--- src/dsr_pkg.sv ---
// Constants, register map and types of the source-reload DMA channel.
// Behaviour
// [RULE_01] With reload on, source address returns to its programmed value every four transfers.
// [RULE_02] With reload on, stop after each fourth transfer and drop the bus request.
// [RULE_03] With reload off, keep the bus and keep advancing the source address; the channel keeps the bus only with burst mode on.
// [RULE_04] Reload halt clears the requester's flag; no such clear mid-count without reload.
// [RULE_05] End interrupt only when count reaches zero and enable is set.
// [RULE_06] Count reaching zero clears the requester's flag with or without reload.
// [RULE_07] After a reload halt the peripheral must request again for the next group.
// [RULE_08] Software should pick burst mode whenever reload is on.
// [RULE_09] Software should program a count that is a multiple of four with reload.
// [RULE_10] Count counts single transfers, so 128 gives 32 groups of four.
// [RULE_11] Burst mode holds the bus between transfers of a group.
// [RULE_12] Byte size with increment steps source and destination by one.
// [RULE_13] Destination keeps its own stepping across groups, untouched by reload.
// [RULE_14] Reload is on when the reload-on bit of the channel control is one.
// [RULE_15] Count decrements by one after every transfer.
// [RULE_16] Group counter clears on disable, end, NMI, address error, standby; registers kept.
// [RULE_17] Reload works for 8, 16 and 32 bit sizes.
// [RULE_18] Each software write of the source address is copied into a reload shadow.
package dsr_pkg;
	localparam logic [7:0] OFS_SRC = 8'h00;
	localparam logic [7:0] OFS_DST = 8'h04;
	localparam logic [7:0] OFS_COUNT = 8'h08;
	localparam logic [7:0] OFS_CTRL = 8'h0C;
	localparam logic [7:0] OFS_OPER = 8'h10;
	localparam logic [7:0] OFS_IRQ_STAT = 8'h14;
	localparam logic [7:0] OFS_IRQ_MASK = 8'h18;
	localparam logic [7:0] OFS_RELOAD = 8'h1C;
	localparam int CTRL_CH_EN = 0;
	localparam int CTRL_END_FLAG = 1;
	localparam int CTRL_INT_EN = 2;
	localparam int CTRL_RELOAD = 3;
	localparam int CTRL_BURST = 4;
	localparam int CTRL_SIZE = 5;
	localparam int CTRL_SRC_MODE = 8;
	localparam int CTRL_DST_MODE = 10;
	localparam int OPER_ENABLE = 0;
	localparam int OPER_NMI = 1;
	localparam int OPER_ADDR_ERR = 2;
	localparam int IRQ_END = 0;
	localparam int IRQ_ADDR_ERR = 1;
	localparam logic [31:0] RST_WORD = 32'h0000_0000;
	localparam logic [1:0] RST_IRQ = 2'h0;
	localparam logic [1:0] SIZE_BYTE = 2'h0;
	localparam logic [1:0] SIZE_WORD = 2'h1;
	localparam logic [1:0] MODE_FIXED = 2'h0;
	localparam logic [1:0] MODE_INC = 2'h1;
	localparam logic [1:0] MODE_DEC = 2'h2;
	localparam int GROUP_LEN = 4;
	typedef enum logic [1:0] {
		S_IDLE,
		S_WAIT,
		S_MOVE
	} dsr_state_type;
endpackage : dsr_pkg

--- src/dsr_addr_step.sv ---
// Address stepping by transfer size and stepping mode.
`timescale 1ns/10ps
module dsr_addr_step
	import dsr_pkg::*;
(
	input wire logic [31:0] addr,
	input wire logic [1:0] mode,
	input wire logic [1:0] size,
	output logic [31:0] next_addr
);
	logic [31:0] delta;

	always_comb begin
		// Sizes above a longword are treated as a longword.
		if (size == SIZE_BYTE) begin
			delta = 32'h0000_0001; // [RULE_12]
		end else if (size == SIZE_WORD) begin
			delta = 32'h0000_0002; // [RULE_17]
		end else begin
			delta = 32'h0000_0004; // [RULE_17]
		end
		if (mode == MODE_INC) begin
			next_addr = addr + delta;
		end else if (mode == MODE_DEC) begin
			next_addr = addr - delta;
		end else begin
			next_addr = addr;
		end
	end
endmodule : dsr_addr_step

--- src/dsr_group_count.sv ---
// Counter of transfers within one reload group.
`timescale 1ns/10ps
module dsr_group_count
	import dsr_pkg::*;
#(
	parameter int GROUP = GROUP_LEN
)
(
	input wire logic clk,
	input wire logic rst,
	input wire logic clear,
	input wire logic step,
	output logic [$clog2(GROUP)-1:0] pos,
	output logic last
);
	localparam logic [$clog2(GROUP)-1:0] TOP = ($clog2(GROUP))'(GROUP - 1);

	assign last = (pos == TOP);

	// Clear wins over a step so a stopped group never resumes half done.
	always_ff @(posedge clk or posedge rst) begin
		if (rst) begin
			pos <= '0;
		end else if (clear) begin
			pos <= '0; // [RULE_16]
		end else if (step) begin
			pos <= last ? '0 : pos + 1'b1;
		end
	end
endmodule : dsr_group_count

--- src/dsr_top.sv ---
// Channel with source-address reload, APB registers and bus request logic.
`timescale 1ns/10ps
module dsr_top
	import dsr_pkg::*;
#(
	parameter int CNT_W = 24
)
(
	input wire logic CLK,
	input wire logic RST,
	input wire logic PSEL,
	input wire logic PENABLE,
	input wire logic PWRITE,
	input wire logic [7:0] PADDR,
	input wire logic [31:0] PWDATA,
	output logic [31:0] PRDATA,
	output logic PREADY,
	output logic PSLVERR,
	input wire logic TREQ,
	output logic REQ_CLEAR,
	output logic BUS_REQ,
	input wire logic BUS_GRANT,
	output logic XFER_VALID,
	output logic [31:0] SRC_ADDR,
	output logic [31:0] DST_ADDR,
	output logic [1:0] XFER_SIZE,
	input wire logic XFER_DONE,
	input wire logic ADDR_ERR,
	input wire logic NMI_PIN,
	input wire logic STANDBY,
	output logic IRQ
);
	logic [31:0] source_address_reg;
	logic [31:0] dest_address_reg;
	logic [31:0] reload_shadow;
	logic [CNT_W-1:0] transfer_count_reg;
	logic channel_enable;
	logic transfer_end_flag;
	logic end_interrupt_enable;
	logic reload_on;
	logic burst_mode;
	logic [1:0] xfer_size;
	logic [1:0] src_mode;
	logic [1:0] dst_mode;
	logic controller_enable;
	logic nmi_flag;
	logic addr_error_flag;
	logic [1:0] irq_status;
	logic [1:0] irq_mask;
	logic nmi_meta;
	logic nmi_sync;
	logic nmi_prev;
	logic [31:0] next_src;
	logic [31:0] next_dst;
	logic [1:0] grp_pos;
	logic grp_last;
	logic [31:0] rd_val;
	logic rd_hit;
	dsr_state_type state;

	////////////////////////////////////////////////////////////////////////
	// Bus slave.

	logic wr;
	logic wr_src;
	logic wr_dst;
	logic wr_cnt;
	logic wr_ctrl;
	logic wr_oper;
	logic wr_stat;
	logic wr_mask;

	assign wr = PSEL && PENABLE && PWRITE;
	assign wr_src = wr && (PADDR == OFS_SRC);
	assign wr_dst = wr && (PADDR == OFS_DST);
	assign wr_cnt = wr && (PADDR == OFS_COUNT);
	assign wr_ctrl = wr && (PADDR == OFS_CTRL);
	assign wr_oper = wr && (PADDR == OFS_OPER);
	assign wr_stat = wr && (PADDR == OFS_IRQ_STAT);
	assign wr_mask = wr && (PADDR == OFS_IRQ_MASK);

	always_comb begin
		rd_hit = 1'b1;
		rd_val = RST_WORD;
		if (PADDR == OFS_SRC) begin
			rd_val = source_address_reg;
		end else if (PADDR == OFS_DST) begin
			rd_val = dest_address_reg;
		end else if (PADDR == OFS_COUNT) begin
			rd_val[CNT_W-1:0] = transfer_count_reg;
		end else if (PADDR == OFS_CTRL) begin
			rd_val[CTRL_CH_EN] = channel_enable;
			rd_val[CTRL_END_FLAG] = transfer_end_flag;
			rd_val[CTRL_INT_EN] = end_interrupt_enable;
			rd_val[CTRL_RELOAD] = reload_on;
			rd_val[CTRL_BURST] = burst_mode;
			rd_val[CTRL_SIZE+:2] = xfer_size;
			rd_val[CTRL_SRC_MODE+:2] = src_mode;
			rd_val[CTRL_DST_MODE+:2] = dst_mode;
		end else if (PADDR == OFS_OPER) begin
			rd_val[OPER_ENABLE] = controller_enable;
			rd_val[OPER_NMI] = nmi_flag;
			rd_val[OPER_ADDR_ERR] = addr_error_flag;
		end else if (PADDR == OFS_IRQ_STAT) begin
			rd_val[1:0] = irq_status;
		end else if (PADDR == OFS_IRQ_MASK) begin
			rd_val[1:0] = irq_mask;
		end else if (PADDR == OFS_RELOAD) begin
			rd_val = reload_shadow;
		end else begin
			rd_hit = 1'b0;
		end
	end

	assign PREADY = 1'b1;
	assign PSLVERR = PSEL && PENABLE && !rd_hit;

	// Read data is caught in the setup cycle so it comes from a flip-flop.
	always_ff @(posedge CLK or posedge RST) begin
		if (RST) begin
			PRDATA <= RST_WORD;
		end else if (PSEL && !PENABLE && !PWRITE) begin
			PRDATA <= rd_val;
		end
	end

	////////////////////////////////////////////////////////////////////////
	// Channel sequencing.

	logic done_evt;
	logic last_xfer;
	logic end_set;
	logic reload_hit;
	logic src_reload;
	logic halt_src;
	logic start;
	logic grp_clear;

	assign done_evt = (state == S_MOVE) && XFER_DONE;
	assign last_xfer = (transfer_count_reg == CNT_W'(1));
	assign end_set = done_evt && last_xfer;
	assign reload_hit = done_evt && reload_on && grp_last && !last_xfer;
	// The last group of a count reloads the source as well.
	assign src_reload = done_evt && reload_on && grp_last;
	assign halt_src = !controller_enable || !channel_enable || nmi_flag
		|| addr_error_flag || STANDBY;
	// A pending flag clear blocks a restart on the request being cleared.
	assign start = !halt_src && !transfer_end_flag && !REQ_CLEAR && TREQ
		&& (transfer_count_reg != '0); // [RULE_02]
	assign grp_clear = halt_src || end_set || transfer_end_flag; // [RULE_16]

	dsr_group_count #(
		.GROUP(GROUP_LEN)
	) u_group (
		.clk(CLK),
		.rst(RST),
		.clear(grp_clear),
		.step(done_evt),
		.pos(grp_pos),
		.last(grp_last)
	);

	dsr_addr_step u_src_step (
		.addr(source_address_reg),
		.mode(src_mode),
		.size(xfer_size),
		.next_addr(next_src)
	);

	dsr_addr_step u_dst_step (
		.addr(dest_address_reg),
		.mode(dst_mode),
		.size(xfer_size),
		.next_addr(next_dst)
	);

	// Halts are honoured at once while waiting for the grant, but only at the end of a transfer already on the bus.
	always_ff @(posedge CLK or posedge RST) begin
		if (RST) begin
			state <= S_IDLE;
		end else begin
			case (state)
				S_IDLE: begin
					if (start) begin
						state <= S_WAIT;
					end
				end
				S_WAIT: begin
					if (halt_src) begin
						state <= S_IDLE;
					end else if (BUS_GRANT) begin
						state <= S_MOVE;
					end
				end
				S_MOVE: begin
					if (XFER_DONE) begin
						if (end_set || reload_hit) begin
							state <= S_IDLE; // [RULE_02]
						end else if (halt_src || !burst_mode) begin
							state <= S_IDLE;
						end else begin
							state <= S_MOVE; // [RULE_03] [RULE_11]
						end
					end
				end
				default: begin
					state <= S_IDLE;
				end
			endcase
		end
	end

	assign BUS_REQ = (state != S_IDLE);
	assign XFER_VALID = (state == S_MOVE);
	assign SRC_ADDR = source_address_reg;
	assign DST_ADDR = dest_address_reg;
	assign XFER_SIZE = xfer_size;

	always_ff @(posedge CLK or posedge RST) begin
		if (RST) begin
			REQ_CLEAR <= 1'b0;
		end else begin
			REQ_CLEAR <= end_set || reload_hit; // [RULE_04] [RULE_06]
		end
	end

	////////////////////////////////////////////////////////////////////////
	// Address and count registers.

	// A software write wins over the hardware update in the same cycle.
	always_ff @(posedge CLK or posedge RST) begin
		if (RST) begin
			source_address_reg <= RST_WORD;
		end else if (wr_src) begin
			source_address_reg <= PWDATA;
		end else if (src_reload) begin
			source_address_reg <= reload_shadow; // [RULE_01] [RULE_14]
		end else if (done_evt) begin
			source_address_reg <= next_src; // [RULE_03] [RULE_12]
		end
	end

	always_ff @(posedge CLK or posedge RST) begin
		if (RST) begin
			reload_shadow <= RST_WORD;
		end else if (wr_src) begin
			reload_shadow <= PWDATA; // [RULE_18]
		end
	end

	always_ff @(posedge CLK or posedge RST) begin
		if (RST) begin
			dest_address_reg <= RST_WORD;
		end else if (wr_dst) begin
			dest_address_reg <= PWDATA;
		end else if (done_evt) begin
			dest_address_reg <= next_dst; // [RULE_13] [RULE_12]
		end
	end

	always_ff @(posedge CLK or posedge RST) begin
		if (RST) begin
			transfer_count_reg <= '0;
		end else if (wr_cnt) begin
			transfer_count_reg <= PWDATA[CNT_W-1:0];
		end else if (done_evt) begin
			transfer_count_reg <= transfer_count_reg - 1'b1; // [RULE_15] [RULE_10]
		end
	end

	////////////////////////////////////////////////////////////////////////
	// Control, operation and interrupt registers.

	always_ff @(posedge CLK or posedge RST) begin
		if (RST) begin
			channel_enable <= 1'b0;
			end_interrupt_enable <= 1'b0;
			reload_on <= 1'b0;
			burst_mode <= 1'b0;
			xfer_size <= SIZE_BYTE;
			src_mode <= MODE_FIXED;
			dst_mode <= MODE_FIXED;
		end else if (wr_ctrl) begin
			channel_enable <= PWDATA[CTRL_CH_EN];
			end_interrupt_enable <= PWDATA[CTRL_INT_EN];
			reload_on <= PWDATA[CTRL_RELOAD]; // [RULE_14]
			burst_mode <= PWDATA[CTRL_BURST];
			xfer_size <= PWDATA[CTRL_SIZE+:2];
			src_mode <= PWDATA[CTRL_SRC_MODE+:2];
			dst_mode <= PWDATA[CTRL_DST_MODE+:2];
		end
	end

	// Flags are cleared by writing zero; a hardware set in that cycle wins.
	always_ff @(posedge CLK or posedge RST) begin
		if (RST) begin
			transfer_end_flag <= 1'b0;
		end else if (end_set) begin
			transfer_end_flag <= 1'b1;
		end else if (wr_ctrl && !PWDATA[CTRL_END_FLAG]) begin
			transfer_end_flag <= 1'b0;
		end
	end

	always_ff @(posedge CLK or posedge RST) begin
		if (RST) begin
			nmi_meta <= 1'b0;
			nmi_sync <= 1'b0;
			nmi_prev <= 1'b0;
		end else begin
			nmi_meta <= NMI_PIN;
			nmi_sync <= nmi_meta;
			nmi_prev <= nmi_sync;
		end
	end

	always_ff @(posedge CLK or posedge RST) begin
		if (RST) begin
			controller_enable <= 1'b0;
			nmi_flag <= 1'b0;
			addr_error_flag <= 1'b0;
		end else begin
			if (wr_oper) begin
				controller_enable <= PWDATA[OPER_ENABLE];
			end
			if (nmi_sync && !nmi_prev) begin
				nmi_flag <= 1'b1;
			end else if (wr_oper && !PWDATA[OPER_NMI]) begin
				nmi_flag <= 1'b0;
			end
			if (ADDR_ERR) begin
				addr_error_flag <= 1'b1;
			end else if (wr_oper && !PWDATA[OPER_ADDR_ERR]) begin
				addr_error_flag <= 1'b0;
			end
		end
	end

	logic [1:0] irq_set;

	assign irq_set[IRQ_END] = end_set && end_interrupt_enable; // [RULE_05]
	assign irq_set[IRQ_ADDR_ERR] = ADDR_ERR;

	always_ff @(posedge CLK or posedge RST) begin
		if (RST) begin
			irq_status <= RST_IRQ;
		end else if (wr_stat) begin
			irq_status <= (irq_status & ~PWDATA[1:0]) | irq_set;
		end else begin
			irq_status <= irq_status | irq_set;
		end
	end

	always_ff @(posedge CLK or posedge RST) begin
		if (RST) begin
			irq_mask <= RST_IRQ;
		end else if (wr_mask) begin
			irq_mask <= PWDATA[1:0];
		end
	end

	assign IRQ = |(irq_status & irq_mask);
endmodule : dsr_top

--- config.mk ---
export PLATFORM = sky130hd
export DESIGN_NAME = dsr_top
export DESIGN_NICKNAME = d
export VERILOG_FILES = /design/src/dsr_pkg.sv /design/src/dsr_addr_step.sv /design/src/dsr_group_count.sv /design/src/dsr_top.sv
export SDC_FILE = /design/constraint.sdc
export NUM_CORES = 1
export LEC_CHECK = 0
export ABC_CLOCK_PERIOD_IN_PS = 11900
export BUFFER_PORTS_ARGS = -buffer_cell sky130_fd_sc_hd__buf_2
export CELL_PAD_IN_SITES_DETAIL_PLACEMENT = 0
export CELL_PAD_IN_SITES_GLOBAL_PLACEMENT = 1
export CORE_AREA = 10 10 167 169
export CTS_CLUSTER_DIAMETER = 40
export DETAILED_ROUTE_END_ITERATION = 8
export DIE_AREA = 0 0 177 179
export GPL_ROUTABILITY_DRIVEN = 0
export HOLD_SLACK_MARGIN = 0.08
export PLACE_DENSITY_LB_ADDON = 0.1
export SYNTH_ARGS = -nofsm -noshare
export SYNTH_HDL_FRONTEND = slang
export SYNTH_SLANG_ARGS = --single-unit
--- constraint.sdc ---
create_clock -name CLK -period 11.9 [get_ports CLK]
set_input_delay 1.19 -clock CLK [delete_from_list [all_inputs] [get_ports CLK]]
set_output_delay 1.19 -clock CLK [all_outputs]
set_load 0.02 [all_outputs]
==> results.md, run 1 <==
* H-tree levels at 4
* Int Power at 1.133 mW
* Final nets at 1609
* Net switching power at 457.9 uW
* Clock transition at path regs at 0.07 ns
* Initial Util at 0.4692
* Vias at 10870
* Drt total wl at 39250 um
* Post-CTS Setup Inserts at 0
* Critical Path Source Type: flip-flop
* Vias per inst at 5.934
* Mapped Nets at 1486
* Clk_skew at 0.01096 ns
* Setup TNS at 0 ns
* Post-Synthesis Cells at 1366
* WS Path Type: flip-flop to flip-flop
* DRT Pass-1 Iters at 5
* Initial antenna violation count at 0
* Worst-skew pair later-pin latency at 0.43 ns
* Async SR Flop Fraction at 1.000
* Pleak at 6.395 nW
* Core area at 0.02475 mm2
* # diodes at 0
* Num rows at 58
* Share of layout cells above drive strength 1 at 0.1679
* Worst Path Required at 12.22 ns
* CP Capture Type: flip-flop
* Iteration-0 DRC Markers at 919
* Netlist Area Pre-Place at 0.01161 mm2
* Fin crit share at 0.3420
* Port bufs at 153
* Yosys top cell area share at 0.3836
* Seq/Total Area, Yosys at 0.3836
* Sequential power share at 0.414
* Top cells by area, synth: dfrtp_1 (38%), ha_1 (7.2%), nand2_1 (6.7%), a21oi_1 (6.3%), nor2_1 (4.6%)
* Arrival time worst endpoint at 4.39 ns
* Die span in x at 177 um
* Final setup fails at 0
* Hold Violations, Final at 0
* Synth top cells by count: nand2_1 (208), dfrtp_1 (178), a21oi_1 (145), nor2_1 (141), o21ai_0 (88)
* Status: finished clean
* Total die area at 0.03168 mm2
* Worst reg-to-reg setup slack at 7.83 ns
* Num Clock Sinks at 178
* Largest area contributor in the netlist: dfrtp_1
* Slew headroom at 0.2880
* Clock network fraction of total power at 0.400
* Grt total ovfl at 0
* Unique masters post-synth at 80
* Hpwl dp at 29230 um
* TritonCTS clock tree: done
* Yosys reg bits at 178
* Overall routing resource usage at 0.2443
* Finished Cell Area at 0.01332 mm2
* Worst Tran Pin Value at 1.067 ns
* Net Sw Frac at 0.2878
* PostCTS Resize Cnt at 0
* EDFF count, synth at 0
* Final slew viol count at 0
* Worst vdd ir at 0.08008 mV
* Wire per inst at 21.43 um
* Max Fanout on Critical Path at 30
* Max-cap violations at 0
* Number of global-route vias before repair at 10660
* Hold/Removal Path Class: flip-flop to flip-flop
* I/O pin cnt at 155
* Fin crit period at 4.070 ns
* DP Area at 0.01267 mm2
* Post-synth top flop: dfrtp_1
* Root Driver: clkbuf_16
* RSZ-0062 raised after global routing: no
* Clock Path Buffers at 2
* Yosys warning count at 0
* Global-route wire length before repair at 60590 um
* Hold Buf Count CTS at 0
* Remaining antenna violation count at 0
* Cell with the most instances after synthesis: nand2_1
* Die Height at 179 um
* DR DRC count at 0
* Fmax at 0.2457 GHz
* Largest net degree at the start of global routing at 121
* Area delta synth->final at 14.74%
* TritonCTS Buffers at 17
* Synth Area per Inst at 8.500 um2
* Power per Cell Area at 119.4 mW/mm2
* Comb power frac at 0.186
power groups by stage:
| stage | clock network (mW) | logic [mW] | registers (mW) |
|---|---|---|---|
| floorplan | 0 | 0.182 | 0.686 |
| finish | 0.637 | 0.295 | 0.658 |
| global placement | 0 | 0.295 | 0.669 |
| detailed placement | 0 | 0.296 | 0.669 |
| CTS | 0.643 | 0.298 | 0.658 |
| global route | 0.670 | 0.327 | 0.661 |
final cells by class:
cell class / count / area, um2
clock inverter: 12 / 203.9
fill: 2346 / 11420
multi-input combinational: 1098 / 6800
clock buffer: 19 / 452.9
timing repair buffer: 172 / 908.4
sequential: 178 / 4454
inverter: 22 / 90.09
tap: 330 / 412.9
per-stage QoR:
stage	util	setup WS, ns	total power [mW]	hold WS (ns)	std cells
5_1_grt	0.5384	7.538	1.658	0.3713	1831
4_1_cts	0.5384	7.814	1.599	0.3558	1831
3_3_place_gp	0.5118	7.918	0.9642	0.3361	1800
6_report	0.5384	7.830	1.591	0.3524	1831
3_5_place_dp	0.5118	7.828	0.9650	0.3428	1800
2_1_floorplan	-	5.880	0.8680	0.3312	1366
metal layers:
layer,vias to the layer above,track usage,share of wire
met5,-,0,0
met2,345,0.4232,0.50
met4,0,0.09457,0.031
met1,5262,0.2973,0.41
met3,61,0.04128,0.057
li1,5198,-,-
final timing paths:
check / start / endpoint / cells after the start
max: dst_mode[0]$_DFFE_PP0P_ / DST_ADDR[30]$_DFFE_PP0P_ / 13
min: nmi_meta$_DFF_PP0_ / nmi_sync$_DFF_PP0_ / 0
max reg2reg: dst_mode[0]$_DFFE_PP0P_ / DST_ADDR[30]$_DFFE_PP0P_ / 13
min reg2reg: nmi_meta$_DFF_PP0_ / nmi_sync$_DFF_PP0_ / 0
max in group asynchronous: RST / PRDATA[30]$_DFFE_PP0P_ / 3
min in group asynchronous: RST / PRDATA[3]$_DFFE_PP0P_ / 2
cell usage in the layout, fill, tap and decap left out, types with 28 or more instances in the layout:
cell type,count
nor2_1,140
buf_2,153
o21ai_0,88
ha_1,67
dfrtp_1,178
xnor2_1,48
xor2_1,28
nand2_1,208
a31oi_1,43
a21oi_1,144
a22oi_1,38
worst max-delay path: stages, from the launching register on:
cell and delay (ns):
dfrtp_1 0.41, nor2b_1 0.15, buf_4 0.16, inv_1 0.77, ha_1 0.47, a21oi_1 0.14, o21ai_0 0.11, a21o_1 0.20
a221o_1 0.38, o211ai_1 0.27, a221oi_1 0.20, a221oi_1 0.39, mux2i_1 0.24, nor3_1 0.07
kinds of logic after synthesis:
family / count (synthesis) / synth area share
xor+xnor: 76 / 0.05733
simple gates: 478 / 0.1851
buf+inv: 90 / 0.03222
compound gates: 451 / 0.2421
mux: 23 / 0.02360
flops: 178 / 0.3836
fa+ha+maj: 69 / 0.07565
other cells: 1 / 0.0003230
No activity file was read; power rests on OpenSTA's default activity.
==> run 2, diff against run 1 <==
--- a/config.mk
+++ b/config.mk
@@ -5,14 +5,14 @@
 export SDC_FILE = /design/constraint.sdc
 export NUM_CORES = 1
 export LEC_CHECK = 0
-export ABC_CLOCK_PERIOD_IN_PS = 11900
+export ABC_CLOCK_PERIOD_IN_PS = 4200
 export BUFFER_PORTS_ARGS = -buffer_cell sky130_fd_sc_hd__buf_2
 export CELL_PAD_IN_SITES_DETAIL_PLACEMENT = 0
 export CELL_PAD_IN_SITES_GLOBAL_PLACEMENT = 1
-export CORE_AREA = 10 10 167 169
+export CORE_AREA = 10 10 174 176
 export CTS_CLUSTER_DIAMETER = 40
 export DETAILED_ROUTE_END_ITERATION = 8
-export DIE_AREA = 0 0 177 179
+export DIE_AREA = 0 0 184 186
 export GPL_ROUTABILITY_DRIVEN = 0
 export HOLD_SLACK_MARGIN = 0.08
 export PLACE_DENSITY_LB_ADDON = 0.1
==> constraint.sdc (replaced) <==
create_clock -name CLK -period 4.2 [get_ports CLK]
set_input_delay 0.42 -clock CLK [delete_from_list [all_inputs] [get_ports CLK]]
set_output_delay 0.42 -clock CLK [all_outputs]
set_load 0.02 [all_outputs]
==> run 2 against run 1 <==
Combinational power increased to 2.8 times the previous value. Clock-buffer cell count unchanged. Routed wire length increased by 5.4%. Sequential share of layout area about the same. Sequential power increased to 2.8 times the previous value. Clock power increased by 150%. Global-route usage decreased by 0.31 points. Power increased to 2.7 times the previous value.
==> results.md, run 2 (synthesis results as in run 1) <==
* Status: finished clean
* Fin worst setup slack at 0.4698 ns (-7.361 ns)
* Die Height at 186 um (+3.9%)
* Wire per inst at 22.34 um (+4.2%)
* Worst R2R Path Depth at 11 (-2)
* Commonest non-fill, non-tap cells in the layout: nand2_1 (208), dfrtp_1 (178), buf_2 (153)
* Grt total ovfl at 0 (unchanged)
* # diodes at 0 (unchanged)
* Initial Util at 0.4345 (-0.03475)
* Arrival time worst endpoint at 4.06 ns (-0.33 ns)
* Post-layout util at 0.4979 (-0.04048)
* Final slew viol count at 0 (unchanged)
* WHS at 0.1218 ns (-0.2306 ns)
* Max-cap violations at 0 (unchanged)
* PostCTS Resize Cnt at 0 (unchanged)
* TritonCTS Buffers at 17 (unchanged)
* RSZ-0062 raised after global routing: no
* Fin crit share at 0.8882 (+0.5462)
* Max Fanout on Critical Path at 14 (-53%)
* Worst slack, placed at 0.4993 ns (-7.329 ns)
* Register area at 0.004454 mm2 (unchanged)
* Fmax at 0.2681 GHz (+9.1%)
* Global-route track usage on met3 at 0.05303 (+0.01175)
* Hold Buf Count CTS at 1 (+1)
* I/O pin cnt at 155 (unchanged)
* Share of layout cells above drive strength 1 at 0.1714 (+0.003522)
* Worst-skew pair later-pin latency at 0.44 ns (about the same)
* Overall routing resource usage at 0.2412 (-0.003056)
* CP Capture Type: flip-flop
* Root Driver: clkbuf_16
* TritonCTS clock tree: done
* DR DRC count at 0 (unchanged)
* M1 GR Usage at 0.3526 (+0.05533)
* Critical Path Source Type: flip-flop
* Core area at 0.02673 mm2 (+8.0%)
* Worst vdd ir at 0.2641 mV (+230%)
* Final nets at 1618 (+0.56%)
* Fin crit period at 3.730 ns (-0.3393 ns)
* H-tree levels at 4 (unchanged)
* Slew headroom at 0.3238 (+0.03587)
* Finished Cell Area at 0.01331 mm2 (-0.12%)
* Num rows at 60 (+3.4%)
* Num Clock Sinks at 178 (unchanged)
* Multi-input logic area at 0.006800 mm2 (unchanged)
* Largest net degree at the start of global routing at 136 (+12%)
* Pleak at 6.390 nW (about the same)
* GRT met2 Usage at 0.3559 (-0.06721)
* Die span in x at 184 um (+4.0%)
* Total die area at 0.03422 mm2 (+8.0%)
* WS Path Type: flip-flop to flip-flop
* Most used routing layer: met2
* Global-route wire length before repair at 63740 um (+5.2%)
* Port bufs at 153 (unchanged)
* Filler instances at 2618 (+12%)
* Setup TNS at 0 ns (unchanged)
* Post-CTS Setup Inserts at 0 (unchanged)
* Number of global-route vias before repair at 10550 (-1.1%)
* Total design power at 4.270 mW (+170%)
* Final setup fails at 0 (unchanged)
* Drt total wl at 41380 um (+5.4%)
* DP Area at 0.01275 mm2 (+0.65%)
* Hold Violations, Final at 0 (unchanged)
* Clk_skew at 0.01474 ns (+0.003783 ns)
* DRT Pass-1 Iters at 5 (unchanged)
* Iteration-0 DRC Markers at 959 (+4.4%)
* Vias at 10890 (+0.22%)
* Vias per inst at 5.880 (-0.92%)
* Area delta synth->final at 14.60%
* Final Non-Filler Cells at 1852 (+1.1%)
* Most common cell after layout, fill and taps aside: nand2_1
* Placed cell count at 1819 (+1.1%)
* Remaining antenna violation count at 0 (unchanged)
* Power per Cell Area at 320.9 mW/mm2 (+170%)
* Worst Path Required at 4.53 ns (-7.69 ns)
* Worst Tran Pin Value at 1.012 ns (-0.05508 ns)
* Hpwl dp at 31260 um (+7.0%)
* Hold/Removal Path Class: primary input to async pin
* Initial antenna violation count at 0 (unchanged)
* Clock transition at path regs at 0.08 ns (about the same)
* Clock Path Buffers at 2 (unchanged)
-- run 2: layer usage --
| metal | vias up | share of wire |
|---|---|---|
| met5 | - | 0 |
| met3 | 25 | 0.078 |
| met2 | 344 | 0.43 |
| met4 | 0 | 0.0087 |
| li1 | 5230 | - |
| met1 | 5291 | 0.48 |
-- run 2: worst max-delay path: stages, from the launching register on --
cell and delay [ns]:
dfrtp_1 0.41, nor2b_1 0.36, inv_1 0.36, ha_1 0.47, and3_1 0.27, and4_1 0.24
a221o_1 0.33, o211ai_1 0.31, a221oi_1 0.21, a221oi_1 0.35, mux2i_1 0.23, nor3_1 0.06
-- run 2: area by class of cell --
class / count / share of cell area
clock buffer: 19 / 0.03253
clock inverter: 13 / 0.008651
inverter: 22 / 0.006488
multi-input combinational: 1098 / 0.5110
sequential: 178 / 0.3347
tap: 341 / 0.03206
timing repair buffer: 181 / 0.07447
-- run 2: path summary, 6_finish.rpt --
kind / slack, ns / startpoint / endpoint
worst max-delay path: 0.47 / dst_mode[0]$_DFFE_PP0P_ / DST_ADDR[30]$_DFFE_PP0P_
min in group CLK: 0.17 / ADDR_ERR / irq_status[1]$_DFF_PP0_
worst min-delay path: 0.12 / RST / PRDATA[22]$_DFFE_PP0P_
worst max register to register: 0.47 / dst_mode[0]$_DFFE_PP0P_ / DST_ADDR[30]$_DFFE_PP0P_
max in group asynchronous: 3.37 / RST / reload_on$_DFFE_PP0P_
worst min register to register: 0.35 / nmi_meta$_DFF_PP0_ / nmi_sync$_DFF_PP0_
-- run 2: power by group --
group	switching (mW)	internal, mW	total, mW
Sequential	0.0684	1.79	1.85
Clock	0.794	0.783	1.58
Combinational	0.502	0.336	0.838
Total	1.36	2.91	4.27
==> run 3, diff against run 2 <==
--- a/config.mk
+++ b/config.mk
@@ -9,13 +9,14 @@
 export BUFFER_PORTS_ARGS = -buffer_cell sky130_fd_sc_hd__buf_2
 export CELL_PAD_IN_SITES_DETAIL_PLACEMENT = 0
 export CELL_PAD_IN_SITES_GLOBAL_PLACEMENT = 1
-export CORE_AREA = 10 10 174 176
+export CORE_AREA = 10 10 176 178
 export CTS_CLUSTER_DIAMETER = 40
 export DETAILED_ROUTE_END_ITERATION = 8
-export DIE_AREA = 0 0 184 186
+export DIE_AREA = 0 0 186 188
 export GPL_ROUTABILITY_DRIVEN = 0
 export HOLD_SLACK_MARGIN = 0.08
 export PLACE_DENSITY_LB_ADDON = 0.1
+export SLEW_MARGIN = 10
 export SYNTH_ARGS = -nofsm -noshare
 export SYNTH_HDL_FRONTEND = slang
 export SYNTH_SLANG_ARGS = --single-unit
==> run 3 against run 2 <==
Setup slack better by 0.023 ns. Cell area grew 0.77%. Via count rose by 0.82%. Clock skew shrank 0.0020 ns. Flip-flop and latch count is the same. Clock power is 12% higher. Maximum frequency rose by 0.63%.
==> results.md, run 3 (synthesis results as in run 1) <==
* Die span in x at 186 um (+1.1%)
* TritonCTS clock tree: done
* Commonest non-fill, non-tap cells in the layout: nand2_1 (208), dfrtp_1 (178), buf_2 (153)
* Setup TNS at 0 ns (unchanged)
* Worst-skew pair later-pin latency at 0.44 ns (about the same)
* Worst vdd ir at 0.2572 mV (-2.6%)
* Fin crit share at 0.8826 (-0.005575)
* Root Driver: clkbuf_16
* Worst Tran Pin Value at 0.9476 ns (-0.06422 ns)
* DR DRC count at 0 (unchanged)
* Overall routing resource usage at 0.2328 (-0.008396)
* I/O pin cnt at 155 (unchanged)
* Die Height at 188 um (+1.1%)
* Area delta synth->final at 15.48%
* Wire per inst at 22.43 um (+0.39%)
* Hpwl dp at 31720 um (+1.4%)
* Clock Path Buffers at 2 (unchanged)
* WS Path Type: flip-flop to flip-flop
* Global-route wire length before repair at 63440 um (-0.47%)
* Post-layout util at 0.4880 (-0.009869)
* H-tree levels at 4 (unchanged)
* Most common cell after layout, fill and taps aside: nand2_1
* Worst Path Required at 4.52 ns (about the same)
* Crit Reg-Reg Startpoint: dst_mode[0]$_DFFE_PP0P_
* Hold/Removal Path Class: primary input to async pin
* Final setup fails at 0 (unchanged)
* Core area at 0.02748 mm2 (+2.8%)
* Final nets at 1616 (-0.12%)
* TritonCTS Buffers at 17 (unchanged)
* Final slew viol count at 0 (unchanged)
* Status: finished clean
* Power per Cell Area at 334.8 mW/mm2 (+4.3%)
* Initial Util at 0.4226 (-0.01187)
* Remaining antenna violation count at 0 (unchanged)
* Hold Violations, Final at 0 (unchanged)
* Grt total ovfl at 0 (unchanged)
* Drt total wl at 41650 um (+0.66%)
* DRT Pass-1 Iters at 5 (unchanged)
* Share of layout cells above drive strength 1 at 0.1710 (-0.0004355)
* Iteration-0 DRC Markers at 761 (-21%)
* Vias at 10980 (+0.82%)
* Launch point of the worst path: dst_mode[0]$_DFFE_PP0P_
* Fin crit period at 3.707 ns (-0.02342 ns)
* Slew headroom at 0.3670 (+0.04312)
* Max Fanout on Critical Path at 17 (+3)
* Critical Path Source Type: flip-flop
* Clk_skew at 0.01277 ns (-0.001973 ns)
* Number of global-route vias before repair at 10680 (+1.2%)
* Fmax at 0.2698 GHz (+0.63%)
* Num Clock Sinks at 178 (unchanged)
* Num rows at 61 (+1.7%)
* Port bufs at 153 (unchanged)
* Total die area at 0.03497 mm2 (+2.2%)
* Largest net degree at the start of global routing at 65 (-52%)
* Pleak at 6.426 nW (+0.56%)
* RSZ-0062 raised after global routing: no
* CP Capture Type: flip-flop
* Max-cap violations at 0 (unchanged)
* Vias per inst at 5.912 (+0.55%)
* Arrival time worst endpoint at 4.02 ns (-0.04 ns)
* Clock transition at path regs at 0.07 ns (about the same)
* Initial antenna violation count at 2 (+2)
* Post-CTS Setup Inserts at 0 (unchanged)
## run 3: worst max-delay path, stage by stage, from the launching register on
cell      delay (ns)
dfrtp_1         0.41
nor2b_1         0.32
inv_1           0.32
buf_4           0.31
ha_1            0.37
a21o_1          0.20
a21o_1          0.17
a21oi_1         0.22
o211ai_1        0.21
a211oi_1        0.51
o21ai_0         0.20
xor2_1          0.17
nand3_1         0.09
nand3_1         0.07
## run 3: worst paths after layout
check                      slack (ns)  cells after the start                        to
setup / recovery                 0.49                     13  DST_ADDR[27]$_DFFE_PP0P_
hold / removal                   0.18                      2     PRDATA[8]$_DFFE_PP0P_
setup reg to reg                 0.49                     13  DST_ADDR[27]$_DFFE_PP0P_
hold reg to reg                  0.37                      0        nmi_sync$_DFF_PP0_
max in group asynchronous        3.17                      3  SRC_ADDR[13]$_DFFE_PP0P_
min in group CLK                 0.18                      2   irq_status[1]$_DFF_PP0_
## run 3: layout make-up
type	count	area, um2
sequential	178	4454
timing repair buffer	179	988.4
fill	2770	14070
antenna	2	5.005
tap	346	432.9
clock inverter	13	198.9
clock buffer	19	442.9
multi-input combinational	1098	6800
inverter	22	86.33
## run 3: layer usage
layer  global-route usage  vias to the layer above  share of wire
li1                     -                     5241              -
met1               0.2916                     5369           0.42
met2               0.4021                      330           0.50
met3              0.04330                       39          0.058
met4              0.05490                        0          0.020
met5                    0                        -              0
## run 3: where the power goes
part	switching, mW	internal, mW	total, mW
clock	0.746	1.03	1.77
sequential	0.0744	1.79	1.86
combinational	0.517	0.337	0.855
total	1.34	3.15	4.49
## run 3: stage by stage
step / worst slack (ns) / std cells / total power, mW / instance area (um2) / hold WS, ns
finish: 0.4932 / 1857 / 4.489 / 13410 / 0.1795
global route: 0.1859 / 1855 / 4.673 / 13400 / 0.1715
CTS: 0.5334 / 1854 / 4.508 / 13390 / 0.08345
detailed placement: 0.5894 / 1822 / 2.743 / 12750 / 0.3635
global placement: 0.6301 / 1822 / 2.744 / 12750 / 0.3353
floorplan: 0.7877 / 1366 / 2.460 / 11610 / 0.3312
## run 3: timing repair
item                      in CTS  in global routing
hold endpoints to repair       0                  1
resized for setup              0                  0
hold buffers                   0                  1
